### src/rtl/gpr_cfg.svh
// Constants of the pin port register block: map, fields, reset values.
`ifndef GPR_CFG_SVH
`define GPR_CFG_SVH

`define GPR_NPIN         26
`define GPR_BASE_ADDR    32'h4000_0000
`define GPR_DECODE_MASK  32'hFFFF_FF00

`define GPR_OFF_DATA     8'h00
`define GPR_OFF_DIR      8'h04
`define GPR_OFF_PULL     8'h08
`define GPR_OFF_DRIVE    8'h0C
`define GPR_OFF_SENSE    8'h10
`define GPR_OFF_BOTH     8'h14
`define GPR_OFF_POL      8'h18
`define GPR_OFF_MASK     8'h1C
`define GPR_OFF_RAW      8'h20
`define GPR_OFF_MASKED   8'h24
`define GPR_OFF_ICLR     8'h28
`define GPR_OFF_FSEL0    8'h2C
`define GPR_OFF_FSEL1    8'h30
`define GPR_OFF_FSEL2    8'h34
`define GPR_OFF_FSEL3    8'h38
`define GPR_OFF_SET      8'h3C
`define GPR_OFF_CLR      8'h40
`define GPR_OFF_CAPSEL   8'h44

`define GPR_RST_PINS     26'h000_0000
`define GPR_RST_PULL     26'h3FF_FFFF
`define GPR_RST_FSEL1    32'h0000_0110
`define GPR_RST_WORD     32'h0000_0000

`define GPR_FSEL_PORT    3'h0
`define GPR_FSEL_ALT1    3'h1
`define GPR_FSEL_ALT0    3'h4
`define GPR_FSEL_ALT2    3'h5
`define GPR_FSEL_STRIDE  4
`define GPR_FSEL_PER_REG 8

`endif

### src/rtl/gpr_pkg.sv
// Types shared by the pin port register block.
`include "gpr_cfg.svh"

package gpr_pkg;

    typedef logic [`GPR_NPIN-1:0] gpr_pins_t;
    typedef logic [2:0]           gpr_fsel_t;

    typedef struct packed {
        logic [31:0] addr;
        logic [31:0] wdata;
        logic        we;
        logic        re;
    } gpr_bus_req_t;

    typedef struct packed {
        gpr_pins_t out;
        gpr_pins_t oe;
    } gpr_alt_t;

    typedef struct packed {
        gpr_pins_t out;
        gpr_pins_t oe;
        gpr_pins_t pull;
        gpr_pins_t drive_high;
    } gpr_pad_t;

endpackage

### src/rtl/gpr_top.sv
// Pin port register block: registers, pin multiplexer, pin events.
//
// The address-and-strobe port was chosen for this implementation.
`include "gpr_cfg.svh"

// Notes on behaviour
// RQ1 - Registers answer at the base address plus their offset only.
// RQ2 - Data bits drive pins that are in port function and set as outputs.
// RQ3 - Reading the data register returns the sampled pin levels.
// RQ4 - Direction bit 0 is input, 1 is output; resets to all inputs.
// RQ5 - Pull enable bit 1 enables the pull; resets with all pulls on; here the pad pull outputs stay off until one clock after reset ends.
// RQ6 - Drive bit 0 is low drive, 1 is high drive; resets low.
// RQ7 - Sense bit 0 detects edges, 1 detects levels.
// RQ8 - Edge bit 0 detects a single edge, 1 detects both edges.
// RQ9 - Polarity bit 0 means falling or low, 1 rising or high.
// RQ10 - Mask bit 1 enables the pin interrupt, 0 keeps it off.
// RQ11 - Raw status is read only, one bit per pin, resets to zero.
// RQ12 - Masked status is read only, one bit per pin, resets to zero.
// RQ13 - Interrupt clear is write only; a one clears the pending bit.
// RQ14 - Function codes: port, alternate one, zero, two; first register 0-7.
// RQ15 - Second function register covers 8-15, pins 9 and 10 start alternate.
// RQ16 - Third function register covers 16-23, fourth 24-25, reset to port.
// RQ17 - Set register ones set data bits of port function pins.
// RQ18 - Clear register ones clear data bits of port function pins.
// RQ19 - Capture select register chooses timer capture pins; resets to zero.
// RQ20 - Raw bit sets whenever the pin matches its chosen condition; here only while the pin is in port function.
// RQ21 - Masked status equals mask AND raw status.
// RQ22 - All masked pin interrupts merge into one request line.
// RQ23 - Bits above pin 25 read as zero and ignore writes.
module gpr_top #(
    parameter logic [31:0] BASE_ADDR   = `GPR_BASE_ADDR,
    parameter logic [31:0] DECODE_MASK = `GPR_DECODE_MASK
) (
    input  wire logic                 clk_i,
    input  wire logic                 reset_n_i,
    input  wire gpr_pkg::gpr_bus_req_t bus_req_i,
    output logic [31:0]               bus_rdata_o,
    input  wire gpr_pkg::gpr_pins_t   pin_level_i,
    input  wire gpr_pkg::gpr_alt_t    alt_zero_i,
    input  wire gpr_pkg::gpr_alt_t    alt_one_i,
    input  wire gpr_pkg::gpr_alt_t    alt_two_i,
    output gpr_pkg::gpr_pad_t         pad_o,
    output gpr_pkg::gpr_pins_t        pin_sampled_o,
    output logic [31:0]               capture_select_o,
    output logic                      irq_o
);
    import gpr_pkg::*;

    localparam int NPIN = `GPR_NPIN;

    // Register state
    gpr_pins_t   pin_data_q;
    gpr_pins_t   output_direction_q;
    gpr_pins_t   pull_enable_q;
    gpr_pins_t   drive_strength_q;
    gpr_pins_t   edge_or_level_select_q;
    gpr_pins_t   single_or_both_edges_q;
    gpr_pins_t   event_polarity_q;
    gpr_pins_t   interrupt_mask_enable_q;
    gpr_pins_t   raw_int_status_q;
    logic [31:0] capture_select_q;
    gpr_fsel_t   fsel_q [NPIN];

    // Pin sampling and outputs
    gpr_pins_t   pin_q;
    gpr_pins_t   pin_prev_q;
    gpr_pad_t    pad_q;
    logic [31:0] rdata_q;
    logic        irq_q;

    // Decode
    logic        hit;
    logic [7:0]  offset;
    logic        wr;
    logic        rd;
    gpr_pins_t   wpins;
    logic        wr_data;
    logic        wr_dir;
    logic        wr_pull;
    logic        wr_drive;
    logic        wr_sense;
    logic        wr_both;
    logic        wr_pol;
    logic        wr_mask;
    logic        wr_iclr;
    logic        wr_set;
    logic        wr_clr;
    logic        wr_capsel;
    logic [3:0]  wr_fsel;

    gpr_pins_t   port_fn;
    gpr_pins_t   event_hit;
    gpr_pins_t   masked_int_status;
    gpr_pins_t   mux_out;
    gpr_pins_t   mux_oe;
    logic [31:0] fsel_word [4];
    logic [31:0] rdata_d;

    // Anything outside the decoded window is unmapped and reads as zero
    assign hit    = (bus_req_i.addr & DECODE_MASK) == BASE_ADDR; // [RQ1]
    assign offset = bus_req_i.addr[7:0];
    assign wr     = bus_req_i.we && hit;
    assign rd     = bus_req_i.re && hit;
    assign wpins  = bus_req_i.wdata[NPIN-1:0]; // [RQ23]
    assign wr_data   = wr && (offset == `GPR_OFF_DATA);
    assign wr_dir    = wr && (offset == `GPR_OFF_DIR);
    assign wr_pull   = wr && (offset == `GPR_OFF_PULL);
    assign wr_drive  = wr && (offset == `GPR_OFF_DRIVE);
    assign wr_sense  = wr && (offset == `GPR_OFF_SENSE);
    assign wr_both   = wr && (offset == `GPR_OFF_BOTH);
    assign wr_pol    = wr && (offset == `GPR_OFF_POL);
    assign wr_mask   = wr && (offset == `GPR_OFF_MASK);
    assign wr_iclr   = wr && (offset == `GPR_OFF_ICLR);
    assign wr_set    = wr && (offset == `GPR_OFF_SET);
    assign wr_clr    = wr && (offset == `GPR_OFF_CLR);
    assign wr_capsel = wr && (offset == `GPR_OFF_CAPSEL);
    assign wr_fsel[0] = wr && (offset == `GPR_OFF_FSEL0);
    assign wr_fsel[1] = wr && (offset == `GPR_OFF_FSEL1);
    assign wr_fsel[2] = wr && (offset == `GPR_OFF_FSEL2);
    assign wr_fsel[3] = wr && (offset == `GPR_OFF_FSEL3);

    // Output data; a direct write stores every bit, set and clear only
    // touch pins in port function
    always_ff @(posedge clk_i) begin
        if (!reset_n_i) begin
            pin_data_q <= `GPR_RST_PINS;
        end else if (wr_data) begin
            pin_data_q <= wpins;
        end else if (wr_set) begin
            pin_data_q <= pin_data_q | (wpins & port_fn); // [RQ17]
        end else if (wr_clr) begin
            pin_data_q <= pin_data_q & ~(wpins & port_fn); // [RQ18]
        end
    end

    always_ff @(posedge clk_i) begin
        if (!reset_n_i) begin
            output_direction_q <= `GPR_RST_PINS; // [RQ4]
            pull_enable_q      <= `GPR_RST_PULL; // [RQ5]
            drive_strength_q   <= `GPR_RST_PINS; // [RQ6]
        end else begin
            if (wr_dir) begin
                output_direction_q <= wpins; // [RQ4]
            end
            if (wr_pull) begin
                pull_enable_q <= wpins; // [RQ5]
            end
            if (wr_drive) begin
                drive_strength_q <= wpins; // [RQ6]
            end
        end
    end

    always_ff @(posedge clk_i) begin
        if (!reset_n_i) begin
            edge_or_level_select_q  <= `GPR_RST_PINS;
            single_or_both_edges_q  <= `GPR_RST_PINS;
            event_polarity_q        <= `GPR_RST_PINS;
            interrupt_mask_enable_q <= `GPR_RST_PINS;
        end else begin
            if (wr_sense) begin
                edge_or_level_select_q <= wpins; // [RQ7]
            end
            if (wr_both) begin
                single_or_both_edges_q <= wpins; // [RQ8]
            end
            if (wr_pol) begin
                event_polarity_q <= wpins; // [RQ9]
            end
            if (wr_mask) begin
                interrupt_mask_enable_q <= wpins; // [RQ10]
            end
        end
    end

    // Capture encoding is decoded inside the timers, so all 32 bits are kept
    always_ff @(posedge clk_i) begin
        if (!reset_n_i) begin
            capture_select_q <= `GPR_RST_WORD; // [RQ19]
        end else if (wr_capsel) begin
            capture_select_q <= bus_req_i.wdata; // [RQ19]
        end
    end

    // Pins are synchronous to clk_i; one stage gives a stable sample
    // and a second gives the previous level for edge detection
    always_ff @(posedge clk_i) begin
        if (!reset_n_i) begin
            pin_q      <= `GPR_RST_PINS;
            pin_prev_q <= `GPR_RST_PINS;
        end else begin
            pin_q      <= pin_level_i;
            pin_prev_q <= pin_q;
        end
    end

    genvar p;
    generate
        for (p = 0; p < NPIN; p++) begin : g_pin
            localparam int REG_IDX = p / `GPR_FSEL_PER_REG;
            localparam int FLD_POS =
                (p % `GPR_FSEL_PER_REG) * `GPR_FSEL_STRIDE;
            localparam logic [31:0] RST_WORD =
                (REG_IDX == 1) ? `GPR_RST_FSEL1 : `GPR_RST_WORD;
            localparam gpr_fsel_t FSEL_RST = RST_WORD[FLD_POS +: 3];

            logic rise;
            logic fall;
            logic level_match;
            logic edge_match;

            // Function select field of this pin
            always_ff @(posedge clk_i) begin
                if (!reset_n_i) begin
                    fsel_q[p] <= FSEL_RST; // [RQ15] [RQ16]
                end else if (wr_fsel[REG_IDX]) begin
                    fsel_q[p] <= bus_req_i.wdata[FLD_POS +: 3]; // [RQ14]
                end
            end

            assign port_fn[p] = fsel_q[p] == `GPR_FSEL_PORT; // [RQ14]

            // Unlisted codes leave the pad undriven rather than guess
            always_comb begin
                mux_out[p] = 1'b0;
                mux_oe[p]  = 1'b0;
                case (fsel_q[p])
                    `GPR_FSEL_PORT: begin
                        mux_out[p] = pin_data_q[p]; // [RQ2]
                        mux_oe[p]  = output_direction_q[p]; // [RQ2]
                    end
                    `GPR_FSEL_ALT0: begin
                        mux_out[p] = alt_zero_i.out[p]; // [RQ14]
                        mux_oe[p]  = alt_zero_i.oe[p];
                    end
                    `GPR_FSEL_ALT1: begin
                        mux_out[p] = alt_one_i.out[p]; // [RQ14]
                        mux_oe[p]  = alt_one_i.oe[p];
                    end
                    `GPR_FSEL_ALT2: begin
                        mux_out[p] = alt_two_i.out[p]; // [RQ14]
                        mux_oe[p]  = alt_two_i.oe[p];
                    end
                    default: mux_oe[p] = 1'b0;
                endcase
            end

            // Pin events only count while the pin is in port function
            assign rise        = pin_q[p] && !pin_prev_q[p];
            assign fall        = !pin_q[p] && pin_prev_q[p];
            assign level_match = event_polarity_q[p] ? pin_q[p]
                                                     : !pin_q[p]; // [RQ9]
            assign edge_match  = single_or_both_edges_q[p] ? (rise || fall)
                               : (event_polarity_q[p] ? rise : fall); // [RQ8]
            assign event_hit[p] = port_fn[p] &&
                (edge_or_level_select_q[p] ? level_match
                                           : edge_match); // [RQ7] [RQ20]

            // A new event in the clear cycle wins, so none is lost
            always_ff @(posedge clk_i) begin
                if (!reset_n_i) begin
                    raw_int_status_q[p] <= 1'b0; // [RQ11]
                end else if (event_hit[p]) begin
                    raw_int_status_q[p] <= 1'b1; // [RQ20]
                end else if (wr_iclr && wpins[p]) begin
                    raw_int_status_q[p] <= 1'b0; // [RQ13]
                end
            end
        end
    endgenerate

    assign masked_int_status = raw_int_status_q
                             & interrupt_mask_enable_q; // [RQ21]

    always_ff @(posedge clk_i) begin
        if (!reset_n_i) begin
            pad_q <= '0;
            irq_q <= 1'b0;
        end else begin
            pad_q.out        <= mux_out;
            pad_q.oe         <= mux_oe;
            pad_q.pull       <= pull_enable_q;
            pad_q.drive_high <= drive_strength_q;
            irq_q            <= |masked_int_status; // [RQ22]
        end
    end

    // Function select registers as software sees them
    always_comb begin
        for (int k = 0; k < 4; k++) begin
            fsel_word[k] = '0;
        end
        for (int i = 0; i < NPIN; i++) begin
            fsel_word[i / `GPR_FSEL_PER_REG]
                [(i % `GPR_FSEL_PER_REG) * `GPR_FSEL_STRIDE +: 3] = fsel_q[i];
        end
    end

    // Write-only and unmapped offsets read as zero
    always_comb begin
        rdata_d = '0;
        if (!rd) begin
            rdata_d = '0;
        end else if (offset == `GPR_OFF_DATA) begin
            rdata_d = {6'h00, pin_q}; // [RQ3]
        end else if (offset == `GPR_OFF_DIR) begin
            rdata_d = {6'h00, output_direction_q};
        end else if (offset == `GPR_OFF_PULL) begin
            rdata_d = {6'h00, pull_enable_q};
        end else if (offset == `GPR_OFF_DRIVE) begin
            rdata_d = {6'h00, drive_strength_q};
        end else if (offset == `GPR_OFF_SENSE) begin
            rdata_d = {6'h00, edge_or_level_select_q};
        end else if (offset == `GPR_OFF_BOTH) begin
            rdata_d = {6'h00, single_or_both_edges_q};
        end else if (offset == `GPR_OFF_POL) begin
            rdata_d = {6'h00, event_polarity_q};
        end else if (offset == `GPR_OFF_MASK) begin
            rdata_d = {6'h00, interrupt_mask_enable_q};
        end else if (offset == `GPR_OFF_RAW) begin
            rdata_d = {6'h00, raw_int_status_q}; // [RQ11]
        end else if (offset == `GPR_OFF_MASKED) begin
            rdata_d = {6'h00, masked_int_status}; // [RQ12]
        end else if (offset == `GPR_OFF_FSEL0) begin
            rdata_d = fsel_word[0];
        end else if (offset == `GPR_OFF_FSEL1) begin
            rdata_d = fsel_word[1];
        end else if (offset == `GPR_OFF_FSEL2) begin
            rdata_d = fsel_word[2];
        end else if (offset == `GPR_OFF_FSEL3) begin
            rdata_d = fsel_word[3];
        end else if (offset == `GPR_OFF_CAPSEL) begin
            rdata_d = capture_select_q;
        end
    end

    always_ff @(posedge clk_i) begin
        if (!reset_n_i) begin
            rdata_q <= '0;
        end else begin
            rdata_q <= rdata_d;
        end
    end

    assign bus_rdata_o      = rdata_q;
    assign pad_o            = pad_q;
    assign pin_sampled_o    = pin_q;
    assign capture_select_o = capture_select_q;
    assign irq_o            = irq_q;

    // Checks
    dir_reset_in_a: assert property (@(posedge clk_i) disable iff (!reset_n_i)
        $past(!reset_n_i) |-> (output_direction_q == '0) && (pad_o.oe == '0))
        else $error("direction not input after reset"); // [RQ4]
    pull_reset_on_a: assert property (@(posedge clk_i) disable iff (!reset_n_i)
        $past(!reset_n_i) |-> pull_enable_q == `GPR_RST_PULL)
        else $error("pulls not enabled after reset"); // [RQ5]
    unmapped_zero_a: assert property (@(posedge clk_i) disable iff (!reset_n_i)
        (bus_req_i.re && !hit) |=> bus_rdata_o == '0)
        else $error("unmapped read not zero"); // [RQ1]
    read_pin_level_a: assert property (@(posedge clk_i)
        disable iff (!reset_n_i)
        (rd && offset == `GPR_OFF_DATA) |=>
        bus_rdata_o == {6'h00, $past(pin_q)})
        else $error("data read is not pin level"); // [RQ3]
    set_port_bits_a: assert property (@(posedge clk_i)
        disable iff (!reset_n_i)
        wr_set |=> ((pin_data_q & $past(wpins & port_fn))
                    == $past(wpins & port_fn))
                && ((pin_data_q & ~$past(wpins & port_fn))
                    == ($past(pin_data_q) & ~$past(wpins & port_fn))))
        else $error("set register misbehaves"); // [RQ17]
    clr_port_bits_a: assert property (@(posedge clk_i)
        disable iff (!reset_n_i)
        wr_clr |=> (pin_data_q & $past(wpins & port_fn)) == '0)
        else $error("clear register misbehaves"); // [RQ18]
    icl_clears_raw_a: assert property (@(posedge clk_i)
        disable iff (!reset_n_i)
        wr_iclr |=> (raw_int_status_q & $past(wpins & ~event_hit)) == '0)
        else $error("interrupt clear ignored"); // [RQ13]
    event_sets_raw_a: assert property (@(posedge clk_i)
        disable iff (!reset_n_i)
        (event_hit != '0) |=> (raw_int_status_q & $past(event_hit))
                               == $past(event_hit))
        else $error("event did not set raw status"); // [RQ20]
    masked_read_a: assert property (@(posedge clk_i) disable iff (!reset_n_i)
        (rd && offset == `GPR_OFF_MASKED) |=>
        bus_rdata_o == {6'h00,
                        $past(raw_int_status_q & interrupt_mask_enable_q)})
        else $error("masked status not mask and raw"); // [RQ21]
    irq_follows_a: assert property (@(posedge clk_i) disable iff (!reset_n_i)
        ((masked_int_status != '0) [*2]) |-> irq_o)
        else $error("interrupt line not raised"); // [RQ22]
    port_drive_a: assert property (@(posedge clk_i) disable iff (!reset_n_i)
        (port_fn[0] && output_direction_q[0]) [*2] |->
        pad_o.out[0] == $past(pin_data_q[0]))
        else $error("port output not driven"); // [RQ2]

endmodule // gpr_top

### config.mk
export PLATFORM = sky130hd
export DESIGN_NAME = gpr_top
export DESIGN_NICKNAME = d
export VERILOG_FILES = /design/src/rtl/gpr_pkg.sv /design/src/rtl/gpr_top.sv
export VERILOG_INCLUDE_DIRS = /design/src /design/src/rtl
export SDC_FILE = /design/constraint.sdc
export NUM_CORES = 1
export LEC_CHECK = 0
export CORE_MARGIN = 2
export CORE_UTILIZATION = 35
export DETAILED_ROUTE_END_ITERATION = 8
export DONT_BUFFER_PORTS = 1
export GPL_TIMING_DRIVEN = 0
export HOLD_SLACK_MARGIN = 0.02
export SLEW_MARGIN = 10
export SYNTH_ARGS = -nofsm -noshare
export SYNTH_HDL_FRONTEND = slang
export SYNTH_SLANG_ARGS = --single-unit
### constraint.sdc
create_clock -name clk_i -period 8 [get_ports clk_i]
set_input_delay 0.4 -clock clk_i [delete_from_list [all_inputs] [get_ports clk_i]]
set_output_delay 0.4 -clock clk_i [all_outputs]
set_load 0.01 [all_outputs]
==> impl_results.md <==
- Status: finished with violations
- Failing checks: max-capacitance violations
- CP max stage cell: nand2_1
- Cts repair resizes: 0
- Startpoint types: input pin
- Share of cells above drive strength 1: 0.125
- FP Rows: 98
- Worst Path Arrival: 3510 ps
- Hold_ws: 108 ps
- Comb power frac: 0.066
- Library cells used by synthesis: 84
- F_max: 0.329 GHz
- Max incr delay on CP: 790 ps
- Leak pwr: 9.96 nW
- Tightest Pin Transition: 1430 ps
- Kind of critical path: input pin to register
- Hold Path Class: input pin to register
- Largest cells by area after synthesis: dfxtp_1, edfxtp_1, mux2i_1
- Switching part of the total: 0.262
- PD cells: 216 nW/µm²
- # fillers: 7145
- Final TNS setup: 0 ps
- Post-DP HPWL: 101000 µm
- Critical path cell sequence: buf_2 > nor4_2 > clkbuf_1 > nand2_1 > o21ai_0 > a31oi_1
- CTS HTree Levels: 2
- Critical path required time: 8470 ps
- CTS root buffer: clkbuf_16
- Peak VDD IR: 166 µV
- Period utilization: 0.380
- Slew HR: 0.0194
- FF+latch count, synth: 533
- Post-Syn Nets: 2900
- Clk Latency, worst-skew pair: 670 ps
- RSZ-0062 raised after global routing: false
- Total global routing overflow: 0
- Port buffer count: 0
- Initial drt markers: 3636
- # setup viols final: 0
- DRC: 0
- IO Pins: 445
- Pin count of the biggest net entering global routing: 25
- RD Place Congestion: 1.04
- Clock power frac: 0.471
- Mapped Cells: 2598
- Core area: 71200 µm²
- Hold path depth: 3
- Die Y: 272 µm
- CTS clk-pin slew, worst paths: 60 ps
- Worst R2R Path Depth: 5
- GRT Total Usage: 0.342
- Yosys top cell by area: dfxtp_1
- Register area share after synthesis: 0.456
- Post-synth top area share: 0.363
- Synth warn: 0
- Synthesized area per cell: 9.66 µm²
- Final-report hold violation count: 0
- Vias in the first global route: 21400
- Final min period: 3040 ps
- Final Instance Area: 28800 µm²
- Routed Wire Length: 131000 µm
- First-pass iteration count of the detailed router: 7
- Clock sink total: 533
- Vias: 22900
- CTS tree: yes
- Synth-to-layout area growth: 14.8%
- Die area: 73800 µm²
- Net Switching: 1.63 mW
- Chip width: 272 µm
- Number of synthesized flops with an enable pin: 78
- Via density: 6.18
- Cell area after placement: 26400 µm²
- CTS buffer count: 60
- Max cap viols: 1
- Worst Setup End Kind: register
- Crit-path max FO: 10
- Antenna violations before repair: 11
- Initial Util: 0.352
- Antenna viol nets, final: 0
- Sequential share of power: 0.463
- Final nets: 2997
- Max Root-Sink Buffers: 3
- Internal power: 4.59 mW
- Ys async rst share: 0
- First-pass GRT wire length: 176000 µm
- Top_reg_cell synth: dfxtp_1
- Synthesized cell area: 25100 µm²
- Final setup skew: 37.5 ps
- Final slew viol count: 0
- Avg WL per Cell: 35.3 µm
==> final cells by class <==
class,instances,area [µm²],share of cell area
inverter,92,345,0.0120
sequential,533,11500,0.398
tap,950,1190,0.0413
antenna,10,25.0,0.000869
timing repair buffer,35,380,0.0132
multi-input combinational,1779,12300,0.427
clock buffer,82,1820,0.0632
buffer,194,1020,0.0353
clock inverter,27,268,0.00930
==> cell usage in the layout, fill, tap and decap left out, types with 38 or more instances in the layout <==
cell type	instances
nand2_1	243
nor3_1	101
and2_1	87
a22oi_1	60
mux2i_1	185
o21ai_0	174
clkbuf_1	94
dfxtp_1	455
inv_1	92
mux2_2	38
ha_1	52
nor3b_1	52
clkbuf_16	64
nor2_1	227
a21oi_1	155
buf_2	71
mux4_2	53
edfxtp_1	78
==> timing repair <==
action	CTS	global route
hold buffers	32	0
hold endpoints to repair	44	0
setup buffers	0	0
==> per-stage QoR <==
stage	power, mW	utilization	instances	worst slack, ps
after CTS	6.22	0.404	3691	5250
after detailed placement	3.32	0.370	3550	4570
final	6.22	0.404	3702	4960
after floorplan	3.10	-	2598	4440
after global placement	3.31	0.369	3548	2760
after global routing	6.36	0.404	3692	5070
==> power by group through the flow <==
stage | registers [mW] | logic (mW) | clock network (mW)
final | 2.88 | 0.413 | 2.93
after floorplan | 2.88 | 0.227 | 0
after global placement | 2.94 | 0.375 | 0
after CTS | 2.88 | 0.397 | 2.94
after detailed placement | 2.93 | 0.382 | 0
after global routing | 2.88 | 0.423 | 3.06
==> layer usage <==
metal / GRT usage / wire, µm / vias up
met2: 0.519 / 56600 / 1716
met3: 0.131 / 17600 / 422
met4: 0.157 / 7320 / 20
li1: - / - / 9523
met1: 0.428 / 48900 / 11200
met5: 0 / 139 / -
==> worst paths after layout <==
check                      startpoint              endpoint  slack [ps]
hold / removal          bus_req_i[19]  capture_select_o[17]         110
setup / recovery        bus_req_i[36]       bus_rdata_o[14]        4960
setup reg to reg         fsel_q[1][3]        bus_rdata_o[4]        5310
hold reg to reg   drive_strength_q[6]              pad_o[6]         490
==> worst max-delay path, delay by kind of cell <==
| family | cells | cell delay, ps |
|---|---|---|
| simple gates | 2 | 1450 |
| buf+inv | 2 | 940 |
| compound gates | 2 | 720 |
==> cells in the mapped netlist, drive strengths merged (62+ instances only) <==
| master | instances |
|---|---|
| a22oi | 62 |
| a21oi | 155 |
| mux2i | 185 |
| inv | 92 |
| clkbuf | 92 |
| o21ai | 177 |
| nor2 | 240 |
| and2 | 88 |
| buf | 102 |
| dfxtp | 455 |
| edfxtp | 78 |
| nor3 | 104 |
| nand2 | 247 |
==> cells by family (layout without fill, tap and decap cells) <==
group | count (synthesis) | in the layout | synth area share
AOI/OAI and AO/OA | 608 | 608 | 0.153
xor gates and xnor gates | 26 | 26 | 0.00908
adders and majority gates | 52 | 52 | 0.0259
buffers and inverters | 286 | 430 | 0.0543
DFF | 533 | 533 | 0.456
muxes | 276 | 276 | 0.138
other | 0 | 10 | 0
and+or+nand+nor | 817 | 817 | 0.163
==> state kept, by name, summed over array words and instances (netlist names), named ones only <==
register / count
irq_o: 1
single_or_both_edges_q: 26
event_polarity_q: 26
edge_or_level_select_q: 26
interrupt_mask_enable_q: 26
drive_strength_q: 26
capture_select_o: 32
pad_o: 104
bus_rdata_o: 32
pin_sampled_o: 26
pin_prev_q: 26
pull_enable_q: 26
raw_int_status_q: 26
output_direction_q: 26
fsel_q: 78
No activity file was read; power rests on OpenSTA's default activity.
